## config.mk

```make
export PLATFORM = sky130hd
export DESIGN_NAME = ctmc_top
export DESIGN_NICKNAME = d
export VERILOG_FILES = /design/src/logic/ctmc_sync.v /design/src/logic/ctmc_timer.v /design/src/logic/ctmc_top.v
export VERILOG_INCLUDE_DIRS = /design/src /design/src/logic
export SDC_FILE = /design/constraint.sdc
export NUM_CORES = 1
export LEC_CHECK = 0
export ABC_CLOCK_PERIOD_IN_PS = 3450
export BUFFER_PORTS_ARGS = -buffer_cell sky130_fd_sc_hd__buf_2
export CORE_MARGIN = 10
export CORE_UTILIZATION = 50
export CTS_CLUSTER_SIZE = 14
export DETAILED_ROUTE_END_ITERATION = 16
export GPL_TIMING_DRIVEN = 0
export PLACE_DENSITY = 0.7
export SYNTH_ARGS = -nofsm -noshare
export SYNTH_HDL_FRONTEND = slang
export SYNTH_SLANG_ARGS = --single-unit
```

## constraint.sdc

```tcl
create_clock -name sys_clk -period 3.45 [get_ports sys_clk]
set_input_delay 0 -clock sys_clk [delete_from_list [all_inputs] [get_ports sys_clk]]
set_output_delay 0 -clock sys_clk [all_outputs]
set_load 0.1 [all_outputs]
```

## src/logic/ctmc_regs.vh

```
// Constants for the CAN transceiver mode-control block.
`ifndef CTMC_REGS_VH
`define CTMC_REGS_VH
`define CTMC_CLK_MHZ 200
`define CTMC_MODE_TIME_US 20
`define CTMC_MODE_CYCLES (`CTMC_MODE_TIME_US * `CTMC_CLK_MHZ)
`define CTMC_TXTO_CYCLES 200000
`define CTMC_ST_RXONLY 2'h0
`define CTMC_ST_TO_NORM 2'h1
`define CTMC_ST_NORMAL 2'h2
`endif

```

## src/logic/ctmc_sync.v

```verilog
// Two-flop synchroniser for one level.
`timescale 1ns/10ps
`default_nettype none
module ctmc_sync #(
    parameter RESET_VAL = 1'b0
) (
    // Clock and reset
    input wire sys_clk,
    input wire rst_n,
    // Level
    input wire d_in,
    output reg q_out
);
    reg meta_r;
    always @(posedge sys_clk or negedge rst_n) begin
        if (!rst_n) begin
            meta_r <= RESET_VAL;
            q_out <= RESET_VAL;
        end else begin
            meta_r <= d_in;
            q_out <= meta_r;
        end
    end
endmodule
`default_nettype wire

```

## src/logic/ctmc_timer.v

```verilog
// Down-counter that runs while its start level is held.
`timescale 1ns/10ps
`default_nettype none
module ctmc_timer #(
    parameter W = 24,
    parameter [W-1:0] COUNT = 24'h000001
) (
    // Clock and reset
    input wire sys_clk,
    input wire rst_n,
    // Control
    input wire run,
    output wire expired
);
    reg [W-1:0] cnt_r;
    always @(posedge sys_clk or negedge rst_n) begin
        if (!rst_n) begin
            cnt_r <= {W{1'b0}};
        end else if (!run) begin
            cnt_r <= COUNT;
        end else if (cnt_r != {W{1'b0}}) begin
            cnt_r <= cnt_r - {{(W-1){1'b0}}, 1'b1};
        end
    end
    assign expired = run && (cnt_r == {W{1'b0}});
endmodule
`default_nettype wire

```

## src/logic/ctmc_top.v

```verilog
// Mode control of a high-speed CAN transceiver: mode select, transmit gating, receive path.
// Notes on behaviour
// (RULE1) Mode select low leads to normal operation with transmitter allowed.
// (RULE2) Mode select high leads to receive-only operation, unconditionally.
// (RULE3) Mode change ignores the bus level, including stuck buses.
// (RULE4) Mode change ignores the transmit input level.
// (RULE5) Only the mode-select input triggers mode changes, and only when powered.
// (RULE6) Transmit low on entering normal mode drives dominant once normal.
// (RULE7) Transmit time-out supervision is active only in normal operation.
// (RULE8) Time-out timer starts on normal entry with transmit low or on its fall.
// (RULE9) Returning mode select high disables the transmitter at once.
// (RULE10) Transmitter stays off until the change to normal mode completes.
// (RULE11) Receiver is active and follows the bus in both modes.
// (RULE12) Receive output follows the bus through every transition, no blanking.
// (RULE13) Receive output high for recessive bus, low for dominant.
// (RULE14) Transmit high drives nothing; receive reports whatever other nodes drive.
// (RULE15) A mode change completes within 20 microseconds.
// (RULE16) Mode select is synchronised and the transition timed by a counter.
`timescale 1ns/10ps
`default_nettype none
`include "ctmc_regs.vh"
module ctmc_top #(
    parameter MODE_CYCLES = `CTMC_MODE_CYCLES,
    parameter TXTO_CYCLES = `CTMC_TXTO_CYCLES
) (
    // Clock and reset
    input wire sys_clk,
    input wire rst_n,
    // Controller side
    input wire receive_only_select,
    input wire tx_data,
    output reg rx_data,
    // Bus side
    input wire bus_dominant,
    output reg bus_drive_dominant,
    // Status
    output wire normal_mode,
    output wire tx_timeout
);
    wire mode_sel_s;
    wire tx_s;
    wire bus_s;
    reg [1:0] state_r;
    reg [1:0] state_nxt;
    reg tx_prev_r;
    reg txto_arm_r;
    reg txto_arm_nxt;
    wire trans_done;
    wire txto_exp;
    // Synchroniser and state steps add about four cycles, so the counter loads less.
    localparam integer MODE_LOAD_I = MODE_CYCLES - 4;

    // Pins pass two flip-flops before use.
    ctmc_sync #(.RESET_VAL(1'b1)) u_sync_mode (.sys_clk(sys_clk), .rst_n(rst_n),
        .d_in(receive_only_select), .q_out(mode_sel_s)); // RULE16
    ctmc_sync #(.RESET_VAL(1'b1)) u_sync_tx (.sys_clk(sys_clk), .rst_n(rst_n),
        .d_in(tx_data), .q_out(tx_s));
    ctmc_sync #(.RESET_VAL(1'b0)) u_sync_bus (.sys_clk(sys_clk), .rst_n(rst_n),
        .d_in(bus_dominant), .q_out(bus_s));

    // Transition interval counter.
    ctmc_timer #(.W(24), .COUNT(MODE_LOAD_I[23:0])) u_mode_tmr (.sys_clk(sys_clk),
        .rst_n(rst_n), .run(state_r == `CTMC_ST_TO_NORM), .expired(trans_done)); // RULE15

    // Transmit time-out counter, runs only while armed in normal mode.
    ctmc_timer #(.W(24), .COUNT(TXTO_CYCLES[23:0])) u_txto_tmr (.sys_clk(sys_clk),
        .rst_n(rst_n), .run(txto_arm_r), .expired(txto_exp)); // RULE7

    // Mode state machine: only the mode select and the transition counter steer it, never bus or transmit.
    always @* begin
        state_nxt = state_r;
        case (state_r)
            `CTMC_ST_RXONLY: begin
                if (!mode_sel_s) begin
                    state_nxt = `CTMC_ST_TO_NORM; // RULE1 RULE3 RULE4 RULE5
                end
            end
            `CTMC_ST_TO_NORM: begin
                if (mode_sel_s) begin
                    state_nxt = `CTMC_ST_RXONLY; // RULE2
                end else if (trans_done) begin
                    state_nxt = `CTMC_ST_NORMAL; // RULE10 RULE16
                end
            end
            `CTMC_ST_NORMAL: begin
                if (mode_sel_s) begin
                    state_nxt = `CTMC_ST_RXONLY; // RULE2 RULE9
                end
            end
            default: begin
                state_nxt = `CTMC_ST_RXONLY;
            end
        endcase
    end

    // Time-out arming: on normal entry with transmit low, or a fall in normal mode.
    always @* begin
        txto_arm_nxt = txto_arm_r;
        if (state_nxt != `CTMC_ST_NORMAL || tx_s) begin
            txto_arm_nxt = 1'b0; // RULE7
        end else if (state_r != `CTMC_ST_NORMAL && !tx_s) begin
            txto_arm_nxt = 1'b1; // RULE8
        end else if (tx_prev_r && !tx_s) begin
            txto_arm_nxt = 1'b1; // RULE8
        end
    end

    always @(posedge sys_clk or negedge rst_n) begin
        if (!rst_n) begin
            state_r <= `CTMC_ST_RXONLY;
            tx_prev_r <= 1'b1;
            txto_arm_r <= 1'b0;
            rx_data <= 1'b1;
            bus_drive_dominant <= 1'b0;
        end else begin
            state_r <= state_nxt;
            tx_prev_r <= tx_s;
            txto_arm_r <= txto_arm_nxt;
            rx_data <= !bus_s; // RULE11 RULE12 RULE13 RULE14
            bus_drive_dominant <= (state_nxt == `CTMC_ST_NORMAL) && !tx_s &&
                !(txto_arm_r && txto_exp); // RULE6 RULE9 RULE10 RULE14
        end
    end

    assign normal_mode = (state_r == `CTMC_ST_NORMAL);
    assign tx_timeout = txto_arm_r && txto_exp;
endmodule
`default_nettype wire
```

### Word level (Yosys, flattened, before mapping)

Index checks and enable logic that the tools add are counted.

| operators by class | value |
|---|---|
| add/sub/neg operators | 2 |
| equal/unequal tests | 7 |
| muxes and demuxes | 12 |
| reductions and logical operators | 17 |

Operators with widths:

| cell | number |
|---|---|
| 2-to-1 mux 24 bit | 4 |
| logical NOT 24 bit | 2 |
| nonzero test 24 bit | 2 |
| subtractor 24 x 1 -> 24 bit, second input constant | 2 |
| 2-to-1 mux 2 bit | 4 |
| logical AND 1 bit | 7 |
| inequality test 2 bit, second input constant | 3 |
| one-hot mux 2 bit (3 select lines) | 1 |
| equality test 2 bit, second input constant | 2 |
| logical NOT 1 bit | 3 |
| 2-to-1 mux 1 bit | 3 |
| nonzero test 3 bit | 1 |
| equality test 2 x 1 -> 1 bit, second input constant | 1 |
| logical NOT 2 bit | 1 |
| inequality test 2 x 1 -> 1 bit, second input constant | 1 |
| logical OR 1 bit | 1 |

| word-level totals | value |
|---|---|
| register bits after elaboration | 60 |
| input port bits | 5 |
| output and inout bits | 4 |
| word-level logic and storage cells | 51 |

### Depth between registers and ports, before layout

| logic depth | value |
|---|---|
| depth after elaboration | 8 |
| depth in mapped cells | 9 |
| gate-level depth less buffers | 7 |

### Hierarchy

From an unflattened synthesis, not the netlist that was laid out.

| second synthesis, totals | value |
|---|---|
| cell total of the unflattened synthesis | 299 |
| area, all modules | 3108.0 µm² |

Modules (own cells, without submodules):

| module | instances | cells each | area an instance (µm²) | seq. area each (µm²) |
|---|---|---|---|---|
| ctmc_timer (u_txto_tmr) | 1 | 138 | 1370.1 | 600.6 |
| ctmc_timer (u_mode_tmr) | 1 | 139 | 1343.8 | 600.6 |
| ctmc_top | 1 | 16 | 239.0 | 152.6 |
| ctmc_sync (u_sync_mode ...) | 2 | 2 | 52.6 | 52.6 |
| ctmc_sync (u_sync_bus) | 1 | 2 | 50.0 | 50.0 |

### Worst setup path before layout

No wires, ideal clock.

| timing path | value |
|---|---|
| path kind | reg-to-reg |
| start point | register u_txto_tmr.cnt_r[0] |
| end point | register bus_drive_dominant |
| library setup time | 0.167 ns |
| arrival | 2.917 ns |
| data required time | 3.283 ns |
| slack | 0.366 ns |
| cell stages (with the launch flop) | 10 |
| buffers on the path | 2 |
| clock period less this slack | 3.084 ns |
| cells stage by stage | dfrtp_1 inv_1 ha_1 or3b_2 clkbuf_1 or4_4 buf_6 nor2_1 and2_1 nor4_1 |

| on the way | value |
|---|---|
| word-level cells in the longest chain between the ends | 5 |

RTL lines:

| element | RTL line | RTL |
|---|---|---|
| from (decl) | ctmc_timer.v:15 | `reg [W-1:0] cnt_r;` |
| from (signal assigned) | ctmc_timer.v:18 | `cnt_r <= {W{1'b0}};` |
| from (signal assigned) | ctmc_timer.v:22 | `cnt_r <= cnt_r - {{(W-1){1'b0}}, 1'b1};` |
| logical NOT 24 bit | ctmc_timer.v:25 | `assign expired = run && (cnt_r == {W{1'b0}});` |
| logical AND 1 bit | ctmc_timer.v:25 |  |
| logical AND 1 bit | n/a |  |
| net tx_timeout | ctmc_top.v:38 | `output wire tx_timeout` |
| logical NOT 1 bit | ctmc_top.v:121 | `!(txto_arm_r && txto_exp);` |
| logical AND 1 bit | ctmc_top.v:120 | `` bus_drive_dominant <= (state_nxt == `CTMC_ST_NORMAL) && !tx_s && `` |
| to (signal assigned) | ctmc_top.v:120 |  |
| to (decl) | ctmc_top.v:35 | `output reg bus_drive_dominant,` |

The timed path passes the listed nets, and every way through them passes these cells.
A chain may end at the register's enable or synchronous reset.

### Final worst setup path

| timing path | value |
|---|---|
| start point | register u_txto_tmr.cnt_r[0] |
| end point | output tx_timeout |

| on the way | value |
|---|---|
| word-level cells in the longest chain between the ends | 3 |

RTL lines:

| element | RTL line | RTL |
|---|---|---|
| logical NOT 24 bit | ctmc_timer.v:25 |  |
| logical AND 1 bit | ctmc_timer.v:25 |  |
| logical AND 1 bit | ctmc_top.v:126 | `assign tx_timeout = txto_arm_r && txto_exp;` |
| to (decl) | ctmc_top.v:38 |  |

Every way passes these cells.

==> flow_summary.ini <==
[synthesis]
synth-seq-cells = 60
synth-edff-count = 0
synth_warnings = 0
syn_area_um2 = 2980
async_reset_ff_frac = 1.00
synthFlopType = dfrtp_1
ys_seq_area_frac = 0.507
syn-num-nets = 301
synth_cell_types = 44
syn_area_per_cell_um2 = 10.2
syn_inst = 293

[finish]
final_cells = 396
fillCellCount = 491
syn_to_final_growth_pct = 12.8
insertedDiodeCount = 0
nets = 324
drive_gt1_frac = 0.134

[pwr]
leakagePower_nw = 1.32
power_density_nw_per_um2 = 429
vdd_drop_max_mv = 0.298

[clock_tree]
cts.repair.resized = 0
insertion_delay_ns = 0.34
root_buffer = clkbuf_8
htreeDepth = 3
clk_pin_slew_ns = 0.08
cts_num_sinks = 60
cts_buffers = 9
clock_path_buffers = 2
hold_buffers = 4
cts_setup_buffers = 0
cts_tree = done

[worst_setup_path]
cp_slowest_stage_delay_ns = 0.57
path_max_fanout = 10
reg2reg_from = u_txto_tmr.cnt_r[0]
cp.arrival_ns = 3.19
startpoint = u_txto_tmr.cnt_r[0]
path_cells = inv_1 -> ha_1 -> or3b_2 -> clkbuf_1 -> or4_4 -> buf_6 -> nor2_1 -> and2_1 -> buf_2
worst_setup_path_end_kind = primary output
crit_required_ns = 3.45
crit_path_top_delay_cell = or4_4
start_kind = flip-flop
setup.worst_path.class = flip-flop to primary output
critPathBufInv = 4
critPathTopFamily = simple AND/OR/NAND/NOR gates

[place]
io_buffers = 8
post-dp-hpwl_um = 3730
place.gp.congestion = 0.779
placedCellCount = 376

[sta]
max-slew-margin-rel = 0.223
setup_viol = 0
finalCriticalPeriod_ns = 3.19
rsz0062_at_grt = false
max_freq_ghz = 0.314
tightest_slew_ns = 1.15
slew_violations = 0
fin_crit_sh = 0.924
hold_violations = 0
skew_ns = 0.0118
fin_tns_setup_ns = 0

[die]
die_x_um = 97.1
core_area_um2 = 5850
initial_core_util = 0.509
die_y_um = 97.1
io_pins = 9
die-area_um2 = 9440
rows = 28

[route]
drtIter0Drc = 103
first_pass_iters = 5
wl_um = 5610
vias = 2216
ant_nets = 0
viasPerCell = 5.60
post_drt_wl_per_cell_um = 14.2
drcViolationCount = 0

[global_route]
grt_usage = 0.123
grt_pass1_wl_um = 9980
antenna_found_initial = 0
grt_pass1_vias = 2204
grt_max_degree = 61
grt_overflow_total = 0

[run_status]
outcome = finished clean

[flow_run]
drv_cap = 0

[min_path]
holdCritPathClass = input pin to asynchronous set/reset pin
[synth_stat cells (3+ instances only)]
master	count	area share
a211oi_1	3	0.0076
a21oi_1	7	0.012
and2_1	16	0.034
buf_2	4	0.0067
clkbuf_1	12	0.015
dfrtp_1	54	0.45
dfstp_2	6	0.053
ha_1	3	0.013
inv_1	6	0.0076
nand2_1	13	0.016
nand2b_1	4	0.0084
nand3_1	6	0.010
nand4b_1	4	0.012
nor2_1	26	0.033
nor2b_1	3	0.0063
nor3_1	10	0.017
nor4_1	12	0.025
o211ai_1	5	0.013
o21ai_0	18	0.030
o31ai_1	4	0.010
or3_1	8	0.017
or4_1	13	0.033
xnor2_1	12	0.035
xor2_1	19	0.056
[sequential cells by signal, summed over array words and instances (netlist names)]
register,flops
u_sync_mode.meta_r,1
u_sync_tx.q_out,1
tx_prev_r,1
u_txto_tmr.cnt_r,24
rx_data,1
u_sync_mode.q_out,1
u_sync_bus.q_out,1
state_r,2
u_mode_tmr.cnt_r,24
u_sync_tx.meta_r,1
u_sync_bus.meta_r,1
txto_arm_r,1
bus_drive_dominant,1
[where the power goes]
group	internal (mW)	switching (mW)
Sequential	0.716	0.00899
Clock	0.345	0.318
Combinational	0.0166	0.0342
Total	1.08	0.361
[cells in the final DEF (no fill, tap or decap), types with 4 or more instances in the layout]
| master | instances |
|---|---|
| dfrtp_1 | 54 |
| nor2_1 | 26 |
| xor2_1 | 19 |
| o21ai_0 | 18 |
| and2_1 | 16 |
| or4_1 | 13 |
| nand2_1 | 13 |
| clkbuf_1 | 12 |
| nor4_1 | 12 |
| xnor2_1 | 12 |
| buf_2 | 11 |
| nor3_1 | 10 |
| clkbuf_8 | 9 |
| or3_1 | 8 |
| a21oi_1 | 7 |
| inv_1 | 6 |
| nand3_1 | 6 |
| dfstp_2 | 6 |
| o211ai_1 | 5 |
| nand2b_1 | 4 |
| o31ai_1 | 4 |
| nand4b_1 | 4 |
| inv_6 | 4 |
| dlygate4sd3_1 | 4 |
[cell type report]
cell class	count	area [um2]	area share
Sequential cell	60	1510	0.449
Multi-Input combinational cell	210	1370	0.407
Clock buffer	9	124	0.0369
Tap cell	75	93.8	0.0280
Timing Repair Buffer	12	82.6	0.0246
Clock inverter	7	81.3	0.0242
Buffer	17	76.3	0.0227
Inverter	6	22.5	0.00671
[final timing paths]
kind	end	slack (ns)	depth (start not counted)
hold / removal	u_txto_tmr.cnt_r[10]	0.27	2
setup / recovery	tx_timeout	0.26	9
hold reg to reg	rx_data	0.35	1
max in group asynchronous	u_txto_tmr.cnt_r[3]	2.70	2
min in group sys_clk	u_sync_tx.meta_r	0.30	2
setup reg to reg	u_txto_tmr.cnt_r[6]	0.73	9
[per-stage QoR]
| step | total power, mW | utilization | worst slack [ns] | area, um2 | hold WS (ns) |
|---|---|---|---|---|---|
| after detailed placement | 0.788 | 0.531 | 0.616 | 3110 | 0.107 |
| after floorplan | 0.764 | - | 0.366 | 2980 | -0.296 |
| after CTS | 1.45 | 0.573 | 0.233 | 3350 | 0.284 |
| after global routing | 1.49 | 0.574 | 0.0576 | 3360 | 0.285 |
| after global placement | 0.787 | 0.531 | 0.638 | 3110 | 0.106 |
| final | 1.44 | 0.574 | 0.261 | 3360 | 0.266 |
[cells by family after synthesis]
logic type / Yosys count / share of synthesized area
buf+inv: 23 / 0.0332
mux: 2 / 0.00673
flops: 60 / 0.507
xor+xnor: 31 / 0.0913
simple gates: 128 / 0.251
compound gates: 46 / 0.0980
fa+ha+maj: 3 / 0.0126
[per-layer routing]
metal / track usage / wire length, um / part of all wire / vias up
met5: 0 / 0 / 0 / -
met4: 0.0636 / 107 / 0.019 / 0
met3: 0.0313 / 220 / 0.039 / 10
met2: 0.186 / 2510 / 0.45 / 43
met1: 0.157 / 2760 / 0.49 / 1066
li1: - / - / - / 1097
No activity file was read; power rests on OpenSTA's default activity.
